[config.mk]
export PLATFORM = sky130hd
export DESIGN_NAME = dtc_config_bank
export DESIGN_NICKNAME = d
export VERILOG_FILES = /design/src/design/dtc_pkg.sv /design/src/design/dtc_scl_timer.sv /design/src/design/dtc_config_bank.sv
export SDC_FILE = /design/constraint.sdc
export NUM_CORES = 1
export LEC_CHECK = 0
export BUFFER_PORTS_ARGS = -buffer_cell sky130_fd_sc_hd__buf_2
export CORE_ASPECT_RATIO = 0.5
export CORE_UTILIZATION = 52
export CTS_CLUSTER_SIZE = 25
export DETAILED_ROUTE_END_ITERATION = 7
export PLACE_DENSITY = 0.81
export RECOVER_POWER = 25
export SLEW_MARGIN = 10
export SYNTH_ARGS = -nofsm -noshare
export SYNTH_HDL_FRONTEND = slang
export SYNTH_SLANG_ARGS = --single-unit
[constraint.sdc]
create_clock -name i_clock -period 2.5 [get_ports i_clock]
set_clock_uncertainty 0.2 [all_clocks]
set_input_delay 0.375 -clock i_clock [delete_from_list [all_inputs] [get_ports i_clock]]
set_output_delay 0.375 -clock i_clock [all_outputs]
set_load 0.01 [all_outputs]
[src/design/dtc_pkg.sv]
// constants for the deserializer timing and datapath configuration bank
package dtc_pkg;
  // register offsets
  localparam logic [7:0] DTC_OFS_ERR_TALLY = 8'h25;
  localparam logic [7:0] DTC_OFS_CLK_HIGH = 8'h26;
  localparam logic [7:0] DTC_OFS_CLK_LOW = 8'h27;
  localparam logic [7:0] DTC_OFS_PATH_SETUP = 8'h28;
  // reset values
  localparam logic [7:0] DTC_RST_ERR_TALLY = 8'h00;
  localparam logic [7:0] DTC_RST_CLK_HIGH = 8'h83;
  localparam logic [7:0] DTC_RST_CLK_LOW = 8'h84;
  localparam logic [7:0] DTC_RST_PATH_SETUP = 8'h00;
  localparam logic [7:0] DTC_ERR_TALLY_MAX = 8'hff;
  // field positions of the path setup register
  localparam int DTC_BIT_KEEP_LOCAL = 7;
  localparam int DTC_BIT_VIDEO_OFF = 5;
  localparam int DTC_BIT_DUAL_LINK = 4;
  localparam int DTC_BIT_ALT_AUDIO = 3;
  localparam int DTC_BIT_AUDIO_OFF = 2;
  localparam int DTC_BIT_SYNC_BITS = 1;
  localparam int DTC_BIT_SURROUND = 0;
  // bits 5..0 are the ones the forward channel loads
  localparam logic [7:0] DTC_FC_LOAD_MASK = 8'h3f;
  // input mode codes of the receive control
  localparam logic [1:0] DTC_MODE_AUTO = 2'h0;
  localparam logic [1:0] DTC_MODE_DUAL = 2'h1;
  // timing: one field unit is 50 ns, clock period 50 ns
  localparam int DTC_UNIT_NS = 50;
  localparam int DTC_CLK_NS = 50;
  localparam int DTC_UNIT_CYC = (DTC_UNIT_NS + DTC_CLK_NS - 1) / DTC_CLK_NS;
  localparam int DTC_CNT_W = 12;
  // clock generator states, gray along idle -> high -> low
  typedef enum logic [1:0] {
    DTC_SCL_IDLE = 2'b00,
    DTC_SCL_HIGH = 2'b01,
    DTC_SCL_LOW = 2'b11
  } dtc_scl_state_t;
endpackage

[src/design/dtc_scl_timer.sv]
// i2c master clock pulse-width generator and slave sda setup delay
`timescale 1ns/1ps
module dtc_scl_timer
  import dtc_pkg::*;
(
  input wire logic i_clock,
  input wire logic i_srst,
  input wire logic [7:0] i_high_units,
  input wire logic [7:0] i_low_units,
  input wire logic i_master_run,
  input wire logic i_setup_start,
  output logic o_scl_o,
  output logic o_scl_oe,
  output logic o_setup_done
);
  // units to cycles; a zero field still gives one unit so the clock never stalls
  function automatic logic [DTC_CNT_W-1:0] dtc_cycles(input logic [7:0] units);
    logic [7:0] u;
    u = (units == 8'h00) ? 8'h01 : units;
    return DTC_CNT_W'({4'h0, u} * DTC_UNIT_CYC);
  endfunction

  dtc_scl_state_t state_reg, state_next;
  logic [DTC_CNT_W-1:0] cnt_reg, cnt_next;
  logic oe_reg, oe_next;
  logic [DTC_CNT_W-1:0] su_cnt_reg, su_cnt_next;
  logic su_busy_reg, su_busy_next;
  logic su_done_reg, su_done_next;

  // master clock: released (high) for the high field, driven low for the low field
  always_comb begin
    state_next = state_reg;
    cnt_next = cnt_reg;
    oe_next = oe_reg;
    case (state_reg)
      DTC_SCL_IDLE: begin
        oe_next = 1'b0;
        if (i_master_run) begin
          state_next = DTC_SCL_HIGH;
          cnt_next = dtc_cycles(i_high_units) - 12'h001;
        end
      end
      DTC_SCL_HIGH: begin
        oe_next = 1'b0;
        if (cnt_reg != 12'h000) begin
          cnt_next = cnt_reg - 12'h001;
        end else if (!i_master_run) begin
          state_next = DTC_SCL_IDLE;
        end else begin
          state_next = DTC_SCL_LOW;
          oe_next = 1'b1;
          cnt_next = dtc_cycles(i_low_units) - 12'h001;
        end
      end
      DTC_SCL_LOW: begin
        oe_next = 1'b1;
        if (cnt_reg != 12'h000) begin
          cnt_next = cnt_reg - 12'h001;
        end else begin
          // always finish a low phase with a release so the bus is never left held
          state_next = DTC_SCL_HIGH;
          oe_next = 1'b0;
          cnt_next = dtc_cycles(i_high_units) - 12'h001;
        end
      end
      default: begin
        state_next = DTC_SCL_IDLE;
        oe_next = 1'b0;
      end
    endcase
  end

  // slave setup delay: data held this long before the stretched clock is let go
  always_comb begin
    su_cnt_next = su_cnt_reg;
    su_busy_next = su_busy_reg;
    su_done_next = 1'b0;
    if (i_setup_start) begin
      su_busy_next = 1'b1;
      su_cnt_next = dtc_cycles(i_low_units) - 12'h001;
    end else if (su_busy_reg) begin
      if (su_cnt_reg == 12'h000) begin
        su_busy_next = 1'b0;
        su_done_next = 1'b1;
      end else begin
        su_cnt_next = su_cnt_reg - 12'h001;
      end
    end
  end

  always_ff @(posedge i_clock) begin
    if (i_srst) begin
      state_reg <= DTC_SCL_IDLE;
      cnt_reg <= 12'h000;
      oe_reg <= 1'b0;
      su_cnt_reg <= 12'h000;
      su_busy_reg <= 1'b0;
      su_done_reg <= 1'b0;
    end else begin
      state_reg <= state_next;
      cnt_reg <= cnt_next;
      oe_reg <= oe_next;
      su_cnt_reg <= su_cnt_next;
      su_busy_reg <= su_busy_next;
      su_done_reg <= su_done_next;
    end
  end

  assign o_scl_o = 1'b0; // open drain: only ever pulls low
  assign o_scl_oe = oe_reg;
  assign o_setup_done = su_done_reg;
endmodule

[src/design/dtc_config_bank.sv]
// timing and datapath configuration registers of the deserializer
`timescale 1ns/1ps
module dtc_config_bank
  import dtc_pkg::*;
(
  input wire logic i_clock,
  input wire logic i_srst,
  input wire logic [7:0] i_reg_addr,
  input wire logic i_reg_wr,
  input wire logic [7:0] i_reg_wdata,
  input wire logic i_reg_rd,
  output logic [7:0] o_reg_rdata,
  output logic o_reg_rvalid,
  input wire logic i_fc_load,
  input wire logic [7:0] i_fc_data,
  input wire logic i_selftest_en,
  input wire logic i_selftest_err,
  input wire logic [1:0] i_input_mode,
  input wire logic i_master_run,
  input wire logic i_setup_start,
  input wire logic i_audio_word_clk,
  input wire logic i_audio_data,
  input wire logic i_spare_zero_out,
  input wire logic i_spare_one_out,
  output logic o_scl_o,
  output logic o_scl_oe,
  output logic o_setup_done,
  output logic o_video_disabled,
  output logic o_rx_dual_link,
  output logic o_sync_bits_present,
  output logic o_surround_en,
  output logic o_audio_out_en,
  output logic o_audio_data,
  output logic o_spare_pin_zero,
  output logic o_spare_pin_one
);
  // bank registers and their next values
  logic [7:0] tally_reg, tally_next;
  logic en_d_reg, en_d_next;
  logic [7:0] high_reg, high_next;
  logic [7:0] low_reg, low_next;
  logic [7:0] path_reg, path_next;
  logic [7:0] rdata_reg, rdata_next;
  logic rvalid_reg, rvalid_next;
  logic wr_high, wr_low, wr_path;

  // one decode shared by the three writable offsets
  function automatic logic dtc_hit(input logic strobe, input logic [7:0] addr,
    input logic [7:0] ofs);
    return strobe && (addr == ofs);
  endfunction

  // write decode; the read-only tally and unmapped offsets hit nothing
  assign wr_high = dtc_hit(i_reg_wr, i_reg_addr, DTC_OFS_CLK_HIGH);
  assign wr_low = dtc_hit(i_reg_wr, i_reg_addr, DTC_OFS_CLK_LOW);
  assign wr_path = dtc_hit(i_reg_wr, i_reg_addr, DTC_OFS_PATH_SETUP);

  // self-test tally; writes to it are ignored, it is read only
  // a new run restarts from zero even if an error lands in the same cycle
  always_comb begin
    en_d_next = i_selftest_en;
    tally_next = tally_reg;
    if (i_selftest_en && !en_d_reg) begin
      tally_next = DTC_RST_ERR_TALLY;
    end else if (i_selftest_err && (tally_reg != DTC_ERR_TALLY_MAX)) begin
      tally_next = tally_reg + 8'h01;
    end
  end

  // timing fields, plain read/write
  // the timer takes a new value at its next phase boundary, never mid-phase
  always_comb begin
    high_next = wr_high ? i_reg_wdata : high_reg;
    low_next = wr_low ? i_reg_wdata : low_reg;
  end

  // path setup: a local write wins over a forward-channel load in the same cycle,
  // since software expects what it just wrote to stick
  // reset contents stay zero until a local write or the serializer's first load arrives
  always_comb begin
    path_next = path_reg;
    if (wr_path) begin
      path_next = i_reg_wdata;
    end else if (i_fc_load && !path_reg[DTC_BIT_KEEP_LOCAL]) begin
      path_next = (path_reg & ~DTC_FC_LOAD_MASK) | (i_fc_data & DTC_FC_LOAD_MASK);
    end
  end

  // read port: answer one cycle after the strobe, unmapped offsets read zero
  // the answer is registered, so back-to-back reads each land one cycle on
  always_comb begin
    rvalid_next = i_reg_rd;
    rdata_next = rdata_reg;
    if (i_reg_rd) begin
      case (i_reg_addr)
        DTC_OFS_ERR_TALLY: rdata_next = tally_reg;
        DTC_OFS_CLK_HIGH: rdata_next = high_reg;
        DTC_OFS_CLK_LOW: rdata_next = low_reg;
        DTC_OFS_PATH_SETUP: rdata_next = path_reg;
        default: rdata_next = 8'h00;
      endcase
    end
  end

  // bank registers; reset restores the default field values
  always_ff @(posedge i_clock) begin
    if (i_srst) begin
      tally_reg <= DTC_RST_ERR_TALLY;
      en_d_reg <= 1'b0;
      high_reg <= DTC_RST_CLK_HIGH;
      low_reg <= DTC_RST_CLK_LOW;
      path_reg <= DTC_RST_PATH_SETUP;
      rdata_reg <= 8'h00;
      rvalid_reg <= 1'b0;
    end else begin
      tally_reg <= tally_next;
      en_d_reg <= en_d_next;
      high_reg <= high_next;
      low_reg <= low_next;
      path_reg <= path_next;
      rdata_reg <= rdata_next;
      rvalid_reg <= rvalid_next;
    end
  end

  // datapath steering outputs, registered so the pins never glitch
  logic vid_off_reg, vid_off_next;
  logic dual_reg, dual_next;
  logic sync_reg, sync_next;
  logic surr_reg, surr_next;
  logic aud_en_reg, aud_en_next;
  logic aud_reg, aud_next;
  logic sp0_reg, sp0_next;
  logic sp1_reg, sp1_next;
  logic dual_sel, alt_on, audio_off;

  // auto mode follows the loaded link-mode bit; software forcing goes through input mode
  // codes 2 and 3 pick one input, so the receiver is never dual there
  assign dual_sel = (i_input_mode == DTC_MODE_AUTO) ? path_reg[DTC_BIT_DUAL_LINK] :
    (i_input_mode == DTC_MODE_DUAL);
  assign alt_on = path_reg[DTC_BIT_ALT_AUDIO];
  // audio off gates the serial output; the spare pins keep their own selection
  assign audio_off = path_reg[DTC_BIT_AUDIO_OFF];

  // next values of the steering outputs, one cycle behind the register bits
  always_comb begin
    vid_off_next = path_reg[DTC_BIT_VIDEO_OFF];
    dual_next = dual_sel;
    sync_next = path_reg[DTC_BIT_SYNC_BITS];
    surr_next = path_reg[DTC_BIT_SURROUND];
    aud_en_next = !audio_off;
    aud_next = i_audio_data && !audio_off;
    // alternate audio borrows the spare pins: data on pin zero, word clock on pin one
    sp0_next = alt_on ? i_audio_data : i_spare_zero_out;
    sp1_next = alt_on ? i_audio_word_clk : i_spare_one_out;
  end

  // steering registers; reset clears every pin, which then follows the path bits and inputs from the next cycle
  always_ff @(posedge i_clock) begin
    if (i_srst) begin
      vid_off_reg <= 1'b0;
      dual_reg <= 1'b0;
      sync_reg <= 1'b0;
      surr_reg <= 1'b0;
      aud_en_reg <= 1'b0;
      aud_reg <= 1'b0;
      sp0_reg <= 1'b0;
      sp1_reg <= 1'b0;
    end else begin
      vid_off_reg <= vid_off_next;
      dual_reg <= dual_next;
      sync_reg <= sync_next;
      surr_reg <= surr_next;
      aud_en_reg <= aud_en_next;
      aud_reg <= aud_next;
      sp0_reg <= sp0_next;
      sp1_reg <= sp1_next;
    end
  end

  // every port but the tied-low o_scl_o is a flop output, nothing combinational reaches the pins
  assign o_reg_rdata = rdata_reg;
  assign o_reg_rvalid = rvalid_reg;
  assign o_video_disabled = vid_off_reg;
  assign o_rx_dual_link = dual_reg;
  assign o_sync_bits_present = sync_reg;
  assign o_surround_en = surr_reg;
  assign o_audio_out_en = aud_en_reg;
  assign o_audio_data = aud_reg;
  assign o_spare_pin_zero = sp0_reg;
  assign o_spare_pin_one = sp1_reg;

  // clock timing for the local master and the bridged slave
  // the slave setup delay shares the low field, so one write retunes both
  dtc_scl_timer u_timer (
    .i_clock(i_clock),
    .i_srst(i_srst),
    .i_high_units(high_reg),
    .i_low_units(low_reg),
    .i_master_run(i_master_run),
    .i_setup_start(i_setup_start),
    .o_scl_o(o_scl_o),
    .o_scl_oe(o_scl_oe),
    .o_setup_done(o_setup_done)
  );
endmodule

==> run_results.csv, run 1 <==
group,metric,value,unit
outcome,status,"finished, violations left",
outcome,violations,"design-rule violations",
routing,detail_route.vias_per_cell,5.97,
power_and_ir_drop,max-vdd-ir-drop,0.570,mV
setup_path,path_max_fanout,3,
logic_synthesis,ys_ff_latch,79,
routing,wl,11300,um
global_routing,gr-usage-all-layers,27.7,%
logic_synthesis,synth_top_area_share,37.8,%
global_routing,grt_start_max_net_pins,34,
setup_path,worstPathCellList,"inv_2 > ha_4 > or4b_4 > o41a_1 > nor3b_4 > nor3_2 > a221oi_1",
logic_synthesis,synthCells,502,
logic_synthesis,yosysWarnings,0,
clock_network,htreeDepth,3,
job,maxCapViolations,0,
finish,fin_nets,633,
clock_network,clk_latency,0.34,ns
setup_path,crit_slowest_cell,"o41a_1",
sta,relSlewSlack,18.4,%
logic_synthesis,synthArstFlopShare,0,%
routing,routedWlPerCell,16.1,um
die,die_w,129,um
setup_path,cp-start-kind,"register",
power_and_ir_drop,clockPowerShare,29.3,%
die,core-area,7540,um^2
routing,firstDrtPassIters,8,
power_and_ir_drop,switching_share,35.5,%
sta,timing.final.hold_violations,0,
global_routing,globalRouteMet1Util,36.4,%
sta,slew_violations,0,
die,io_pins,59,
routing,initialDrtViolationCount,368,
clock_network,cts_buffers,9,
logic_synthesis,syn_area_per_cell,8.32,um^2
sta,finalCritPeriodShare,96.6,%
finish,syn_to_final_growth,23.3,%
logic_synthesis,synth_cell_types,64,
power_and_ir_drop,power_switching,1.52,mW
logic_synthesis,synthTopCellsByArea,"dfxtp_1, nor2_1, a21oi_1",
global_routing,grt-busiest-layer,"met2",
logic_synthesis,synth_top_cell_by_area,"dfxtp_1",
logic_synthesis,yosysMostFrequentCell,"dfxtp_1",
sta,holdWs,0.0654,ns
sta,tightest_slew,1.22,ns
setup_path,ff2ff_setup_slack,0.08,ns
clock_network,cts_sinks,79,
routing,drtAntennaViolNets,0,
clock_network,cts_tree,"yes",
power_and_ir_drop,p_seq_share,35.1,%
setup_path,critPathKind,"register to register",
global_routing,antenna_found_initial,0,
placement,dpl.hpwl,7860,um
finish,layout-drive-gt1-share,21.2,%
logic_synthesis,synth_nets,550,
finish,final_cells,698,
setup_path,critPathCaptureType,"register",
placement,routabilityCongestion,0.881,
logic_synthesis,synth.top_cells.by_count,"dfxtp_1, nor2_1, nand2_1, a21oi_1, nand3_1",
finish,fin_area,5150,um^2
sta,period_needed,2.42,ns
die,die-area,8420,um^2
power_and_ir_drop,combPwrFrac,35.6,%
placement,portBuffers,55,
die,die_h,65.4,um
routing,dr_total_vias,4168,
setup_path,cp_data_arrival_time,2.46,ns
sta,max_freq,414,MHz
clock_network,cts-root-buf,"clkbuf_16",
power_and_ir_drop,power_density,831,nW/um^2
clock_network,cts_buffer_depth,2,
routing,drc_errors,4,
placement,placed_cells,681,
clock_network,cts_setup_buffers,0,
placement,placed_area,4820,um^2
power_and_ir_drop,report.power.total,4.28,mW
global_routing,first_global_vias,3817,
global_routing,grt_pass1_wl,18000,um
clock_network,clk_pin_slew,0.06,ns
logic_synthesis,ys_seq_area_share,37.8,%
finish,antennaDiodeCount,0,
sta,setup_viol,0,
min_path,hold_class,"input port to register",
setup_path,slowest_delay,0.49,ns
global_routing,overflow,0,
power_and_ir_drop,intPower,2.76,mW
global_routing,grtUsageMet3,7.25,%
die,initial_core_util,55.4,%
logic_synthesis,synth-edff-count,0,
power_and_ir_drop,leakage,2.10,nW
logic_synthesis,syn_area,4180,um^2
setup_path,critPathRequiredTime,2.55,ns
die,rows,22,
global_routing,met2_usage,43.8,%
logic_synthesis,ys.flop_type,"dfxtp_1",
critical path: cells and delay by family, from the launching register on:
kind | cells | cell delay, ns
AO/OA/AOI/OAI | 2 | 0.74
adder cells (fa/ha/maj) | 1 | 0.14
buffers and inverters | 1 | 0.08
flip-flops | 1 | 0.33
AND/OR/NAND/NOR | 3 | 0.84
per-layer routing:
metal  part of all wire (%)  up-vias
met1                     44     1936
met5                      0        -
met3                    8.0       25
met2                     45      196
met4                    2.2        0
li1                       -     2011
layout by cell type, fill, tap and decap left out, types with 3 or more instances in the layout:
cell type | synthesis | routed
a211o_1 | 3 | 3
a211oi_1 | 13 | 12
a21o_1 | 15 | 15
a21oi_1 | 40 | 39
a221oi_1 | 4 | 4
a222oi_1 | 8 | 8
and3_1 | 6 | 6
buf_2 | 2 | 40
buf_4 | 2 | 45
clkbuf_1 | 22 | 16
clkbuf_16 | 0 | 9
dfxtp_1 | 79 | 78
ha_1 | 9 | 8
inv_1 | 22 | 21
mux2i_1 | 12 | 12
nand2_1 | 43 | 43
nand2b_1 | 3 | 3
nand3_1 | 23 | 23
nand4_1 | 5 | 5
nor2_1 | 56 | 55
nor2b_1 | 6 | 6
nor3_1 | 14 | 13
nor4_1 | 6 | 4
nor4_2 | 2 | 4
nor4b_1 | 3 | 3
o2111ai_1 | 3 | 3
o21a_1 | 3 | 3
o21ai_0 | 11 | 11
o22ai_1 | 3 | 3
o31ai_1 | 6 | 6
o41ai_1 | 5 | 5
or4_1 | 5 | 5
xnor2_1 | 8 | 8
xor2_1 | 16 | 16
power by group through the flow:
stage          clock network (mW)  logic, mW  registers [mW]
2_1_floorplan                   0      0.985            1.49
3_3_place_gp                    0       1.37            1.51
3_5_place_dp                    0       1.41            1.51
4_1_cts                      1.26       1.43            1.49
5_1_grt                      1.31       1.66            1.51
6_report                     1.25       1.52            1.50
per-stage QoR:
| step | worst slack [ns] | setup TNS [ns] | util [%] |
|---|---|---|---|
| 6_report | 0.0846 | 0 | 68.3 |
| 5_1_grt | -0.0481 | -0.0481 | 68.3 |
| 4_1_cts | 0.0335 | 0 | 67.8 |
| 3_5_place_dp | 0.0773 | 0 | 63.9 |
| 3_3_place_gp | 0.0995 | 0 | 63.9 |
| 2_1_floorplan | 0.0698 | 0 | - |
path summary, 6_finish.rpt:
path,from,endpoint,depth (start not counted)
max,u_timer.cnt_reg[1],u_timer.cnt_reg[11],7
min,i_spare_one_out,o_spare_pin_one,3
max reg2reg,u_timer.cnt_reg[1],u_timer.cnt_reg[11],7
min reg2reg,o_reg_rdata[0],o_reg_rdata[0],1
cell type report:
cell class | count | area (um^2)
clock inverters | 5 | 41.3
clock buffers | 11 | 243
well taps | 108 | 135
flip-flops and latches | 79 | 1580
fillers | 606 | 2390
multi-input cells | 371 | 2450
repair buffers | 102 | 617
inverters | 22 | 82.6
cells by family after synthesis:
kind of cell / after synthesis / synth area share (%)
simple gates: 189 / 23.0
other cells: 1 / 0.0897
mux: 13 / 3.14
fa+ha+maj: 9 / 2.69
flops: 79 / 37.8
xor+xnor: 24 / 5.03
compound gates: 135 / 22.9
buf+inv: 52 / 5.30
timing repair:
action	in CTS	in global routing
setup endpoints to repair	0	11
hold buffers	1	0
gates resized for setup	0	15
hold endpoints to repair	1	0
No activity file was read; power rests on OpenSTA's default activity.
==> run 2, diff against run 1 <==
==> constraint.sdc (replaced) <==
create_clock -name i_clock -period 2.5 [get_ports i_clock]
set_clock_uncertainty 0.2 [all_clocks]
set_input_delay 0.5 -clock i_clock [delete_from_list [all_inputs] [get_ports i_clock]]
set_output_delay 0.5 -clock i_clock [all_outputs]
set_load 0.01 [all_outputs]
==> run_results.csv, run 2 (synthesis results as in run 1) <==
group,metric,value,unit
power_and_ir_drop,power_density,836,nW/um^2
power_and_ir_drop,leakage,2.15,nW
routing,firstDrtPassIters,5,
clock_network,cts_tree,"yes",
global_routing,first_global_vias,3922,
clock_network,cts_buffers,9,
die,die-area,8420,um^2
routing,initialDrtViolationCount,421,
setup_path,path_buf_inv,3,
sta,max_freq,409,MHz
finish,antennaDiodeCount,0,
setup_path,path_common_cell,"buf_4",
min_path,hold_class,"input port to register",
sta,holdWs,0.124,ns
sta,setup_viol,0,
clock_network,cts-hold-fix-buffers,0,
setup_path,critPathRequiredTime,2.53,ns
finish,layout_common_cells,"dfxtp_1, nor2_1, buf_4",
clock_network,cts-root-buf,"clkbuf_16",
die,io_pins,59,
placement,portBuffers,55,
sta,tightest_slew,0.596,ns
clock_network,clk_latency,0.35,ns
power_and_ir_drop,max-vdd-ir-drop,0.518,mV
sta,finalSetupTns,0,ns
routing,drtAntennaViolNets,0,
finish,final_cells,703,
setup_path,cp-start-kind,"register",
routing,drc_errors,0,
sta,rsz0062_at_grt,"true",
global_routing,gr-usage-all-layers,28.9,%
setup_path,path_max_fanout,6,
finish,fin_nets,638,
placement,placed_area,4870,um^2
global_routing,grt_start_max_net_pins,36,
global_routing,overflow,0,
clock_network,clk_pin_slew,0.06,ns
setup_path,critPathCaptureType,"register",
setup_path,critical_path.top_delay_family,"simple AND/OR/NAND/NOR gates",
finish,layout-drive-gt1-share,21.8,%
global_routing,met2_usage,49.1,%
clock_network,cts_sinks,79,
global_routing,antenna_found_initial,0,
finish,syn_to_final_growth,24.9,%
die,core-area,7540,um^2
clock_network,htreeDepth,3,
global_routing,grt-busiest-layer,"met2",
global_routing,grtUsageMet3,6.11,%
die,initial_core_util,55.4,%
die,die_w,129,um
setup_path,critPathKind,"register to register",
setup_path,worstPathCellList,"inv_1 > ha_1 > or4b_1 > buf_4 > buf_4 > nor4_1 > mux2_2 > nand2_1 > a211oi_1",
power_and_ir_drop,report.power.total,4.36,mW
sta,relSlewSlack,60.0,%
finish,final_common_cell,"dfxtp_1",
sta,slew_violations,0,
routing,routedWlPerCell,16.4,um
routing,dr_total_vias,4189,
setup_path,slowest_delay,0.48,ns
placement,placed_cells,686,
setup_path,crit_slowest_cell,"or4b_1",
outcome,status,"completed",
routing,wl,11500,um
global_routing,globalRouteMet1Util,35.9,%
sta,timing.final.hold_violations,0,
die,rows,22,
setup_path,cp_data_arrival_time,2.47,ns
finish,fin_area,5220,um^2
sta,period_needed,2.44,ns
clock_network,cts_buffer_depth,2,
routing,detail_route.vias_per_cell,5.96,
die,die_h,65.4,um
sta,finalCritPeriodShare,97.8,%
placement,routabilityCongestion,0.903,
placement,dpl.hpwl,8100,um
job,maxCapViolations,0,
global_routing,grt_pass1_wl,18600,um
[run 2: through the flow]
stage	setup WS (ns)	util (%)
floorplan	-0.0271	-
global placement	-0.00212	64.6
detailed placement	-0.0683	64.6
CTS	0.00876	68.7
global route	0.00314	69.2
finish	0.0557	69.2
[run 2: final cells by class]
| class | count | area (um^2) |
|---|---|---|
| inverters | 22 | 82.6 |
| repair buffers | 107 | 678 |
| clock buffers | 9 | 225 |
| fillers | 592 | 2320 |
| clock inverters | 7 | 80.1 |
| flip-flops and latches | 79 | 1580 |
| multi-input cells | 371 | 2430 |
| well taps | 108 | 135 |
[run 2: path summary, 6_finish.rpt]
check	slack (ns)	cells after the start	endpoint	from
hold / removal	0.12	2	o_rx_dual_link	i_input_mode[1]
setup / recovery	0.06	9	u_timer.cnt_reg[8]	u_timer.cnt_reg[1]
setup reg to reg	0.06	9	u_timer.cnt_reg[8]	u_timer.cnt_reg[1]
hold reg to reg	0.25	1	o_reg_rdata[5]	o_reg_rdata[5]
[run 2: worst reg2reg max path: cells and delay by family (launching register included)]
| family | cells | cell delay (ns) |
|---|---|---|
| AOI/OAI and AO/OA | 1 | 0.06 |
| adders and majority gates | 1 | 0.18 |
| buffers and inverters | 3 | 0.40 |
| DFF | 1 | 0.32 |
| muxes | 1 | 0.37 |
| and+or+nand+nor | 3 | 0.79 |
[run 2: power breakdown]
group | switching [mW] | internal, mW
registers | 0.108 | 1.38
logic | 0.834 | 0.692
clock network | 0.566 | 0.785
[run 2: what timing repair did]
| item | in CTS | in global routing |
|---|---|---|
| gates resized for setup | 1 | 11 |
| setup buffers | 0 | 1 |
| setup endpoints to repair | 1 | 11 |
| pin swaps | 0 | 5 |
[run 2: layer usage]
| layer | wire [um] | vias to the layer above |
|---|---|---|
| li1 | - | 2012 |
| met1 | 5100 | 1976 |
| met2 | 5410 | 176 |
| met3 | 720 | 25 |
| met4 | 276 | 0 |
| met5 | 0 | - |
==> run 3, diff against run 2 <==
--- a/config.mk
+++ b/config.mk
@@ -6,7 +6,7 @@
 export NUM_CORES = 1
 export LEC_CHECK = 0
 export BUFFER_PORTS_ARGS = -buffer_cell sky130_fd_sc_hd__buf_2
-export CORE_ASPECT_RATIO = 0.5
+export CORE_ASPECT_RATIO = 1.25
 export CORE_UTILIZATION = 52
 export CTS_CLUSTER_SIZE = 25
 export DETAILED_ROUTE_END_ITERATION = 7
==> run_results.csv, run 3 (synthesis results as in run 1) <==
group,metric,value,unit
power_and_ir_drop,max-vdd-ir-drop,0.608,mV
die,die_h,102,um
die,rows,36,
sta,rsz0062_at_grt,"true",
min_path,hp-start,"i_input_mode[1]",
sta,post-route-worst-setup-slack,0.00516,ns
sta,period_needed,2.49,ns
finish,final_common_cell,"dfxtp_1",
setup_path,critPathKind,"register to register",
finish,fillers,666,
clock_network,cts_tree,"yes",
global_routing,antenna_found_initial,0,
power_and_ir_drop,power_density,802,nW/um^2
setup_path,timing.rr.start,"u_timer.cnt_reg[1]",
finish,layout_common_cells,"dfxtp_1, nor2_1, nand2_1, buf_2, a21oi_1",
sta,finalCritPeriodShare,99.8,%
setup_path,path_max_fanout,3,
setup_path,rr_endpoint,"u_timer.cnt_reg[9]",
clock_network,cts_sinks,79,
finish,multi_input_area,2450,um^2
setup_path,critPathCaptureType,"register",
routing,detail_route.vias_per_cell,6.18,
die,core-area,7790,um^2
placement,place_ws,-0.0906,ns
min_path,hold_class,"input port to register",
placement,portBuffers,55,
global_routing,gr-usage-all-layers,28.1,%
setup_path,critPathRequiredTime,2.59,ns
sta,slew_violations,0,
clock_network,cts_buffer_depth,2,
clock_network,htreeDepth,3,
global_routing,first_global_vias,3872,
routing,dr_total_vias,4189,
finish,antennaDiodeCount,0,
min_path,min_to,"o_rx_dual_link",
die,die_w,82.2,um
setup_path,cp_data_arrival_time,2.59,ns
finish,layout-drive-gt1-share,21.6,%
die,die-area,8400,um^2
global_routing,grt_start_max_net_pins,35,
finish,regArea,1590,um^2
routing,drtAntennaViolNets,0,
setup_path,r2r_cells,8,
routing,initialDrtViolationCount,337,
sta,setup_viol,0,
global_routing,overflow,0,
routing,wl,11300,um
setup_path,ff2ff_setup_slack,0.005,ns
sta,max_freq,401,MHz
routing,drt-met1-wl,4480,um
routing,firstDrtPassIters,7,
die,initial_core_util,53.6,%
power_and_ir_drop,leakage,2.04,nW
setup_path,crit_slowest_cell,"or4b_4",
sta,timing.final.hold_violations,0,
clock_network,cts-hold-fix-buffers,0,
finish,fin_nets,626,
min_path,holdPathStages,2,
placement,dpl.hpwl,7870,um
outcome,status,"completed",
clock_network,cts_buffers,9,
die,io_pins,59,
routing,drc_errors,0,
job,maxCapViolations,0,
routing,routedWlPerCell,16.6,um
clock_network,cts-root-buf,"clkbuf_8",
routing,highest_layer,"met4",
setup_path,worstPathCellList,"inv_2 > ha_4 > or4b_4 > o41a_1 > nor3b_2 > buf_4 > nor2_4 > a311oi_1",
setup_path,slowest_delay,0.50,ns
setup_path,cp-start-kind,"register",
routing,dr_wl_met3,599,um
sta,relSlewSlack,2.54,%
clock_network,clk_pin_slew,0.08,ns
global_routing,grt_pass1_wl,17800,um
power_and_ir_drop,report.power.total,4.03,mW
placement,routabilityCongestion,0.947,
routing,dr_wl_met2,5680,um
clock_network,clk_latency,0.37,ns
sta,tightest_slew,1.46,ns
finish,syn_to_final_growth,20.3,%
## run 3: changes by cell type in the layout (fill, tap and decap cells not counted), moves of 3 or more
cell       change
buf_4         -12
clkbuf_8      +12
clkbuf_16      -9
dfxtp_1        -3
dfxtp_2        +3
## run 3: how the worst max path moves through the flow
stage	start	to	slack, ns	depth (start not counted)
after floorplan	i_reg_addr[4]	high_reg[0]	-0.03	6
after global placement	i_reg_addr[4]	path_reg[5]	-0.01	6
after detailed placement	i_reg_addr[4]	o_reg_rdata[4]	-0.09	8
after CTS	high_reg[4]	u_timer.cnt_reg[4]	0.02	8
after global routing	u_timer.cnt_reg[1]	u_timer.cnt_reg[9]	-0.08	8
final	u_timer.cnt_reg[1]	u_timer.cnt_reg[9]	0.005	8
## run 3: area by class of cell
class	instances	share of cell area [%]
repair buffers	95	11.6
multi-input cells	371	48.7
clock buffers	13	3.36
clock inverters	3	0.797
flip-flops and latches	79	31.6
well taps	95	2.36
inverters	22	1.64
## run 3: through the flow
| stage | utilization, % | setup TNS [ns] | cells | area, um^2 | hold slack, ns |
|---|---|---|---|---|---|
| floorplan | - | -0.0693 | 502 | 4190 | 0.224 |
| global placement | 61.2 | -0.0779 | 661 | 4770 | 0.234 |
| detailed placement | 61.2 | -0.479 | 661 | 4770 | 0.237 |
| CTS | 63.9 | 0 | 677 | 4980 | 0.0779 |
| global route | 64.5 | -0.195 | 678 | 5030 | 0.0819 |
| finish | 64.5 | 0 | 678 | 5030 | 0.0899 |
## run 3: per-layer routing
metal  up-vias  track usage [%]
li1       1986                -
met1      1981             32.1
met2       174             48.2
met3        48             4.91
met4         0             16.6
met5         -                0
## run 3: worst max-delay path, delay by kind of cell, from the launching register on
kind / cells / cell delay [ns]
simple gates: 3 / 0.78
compound gates: 2 / 0.71
flops: 1 / 0.34
buf+inv: 2 / 0.24
fa+ha+maj: 1 / 0.13
## run 3: where the power goes
part | switching [mW] | internal (mW)
logic | 0.848 | 0.671
registers | 0.124 | 1.38
clock network | 0.472 | 0.541
## run 3: what timing repair did
item | in CTS | in global routing
pin swaps | 0 | 10
setup endpoints to repair | 2 | 13
gates resized for setup | 1 | 18
setup buffers | 0 | 1
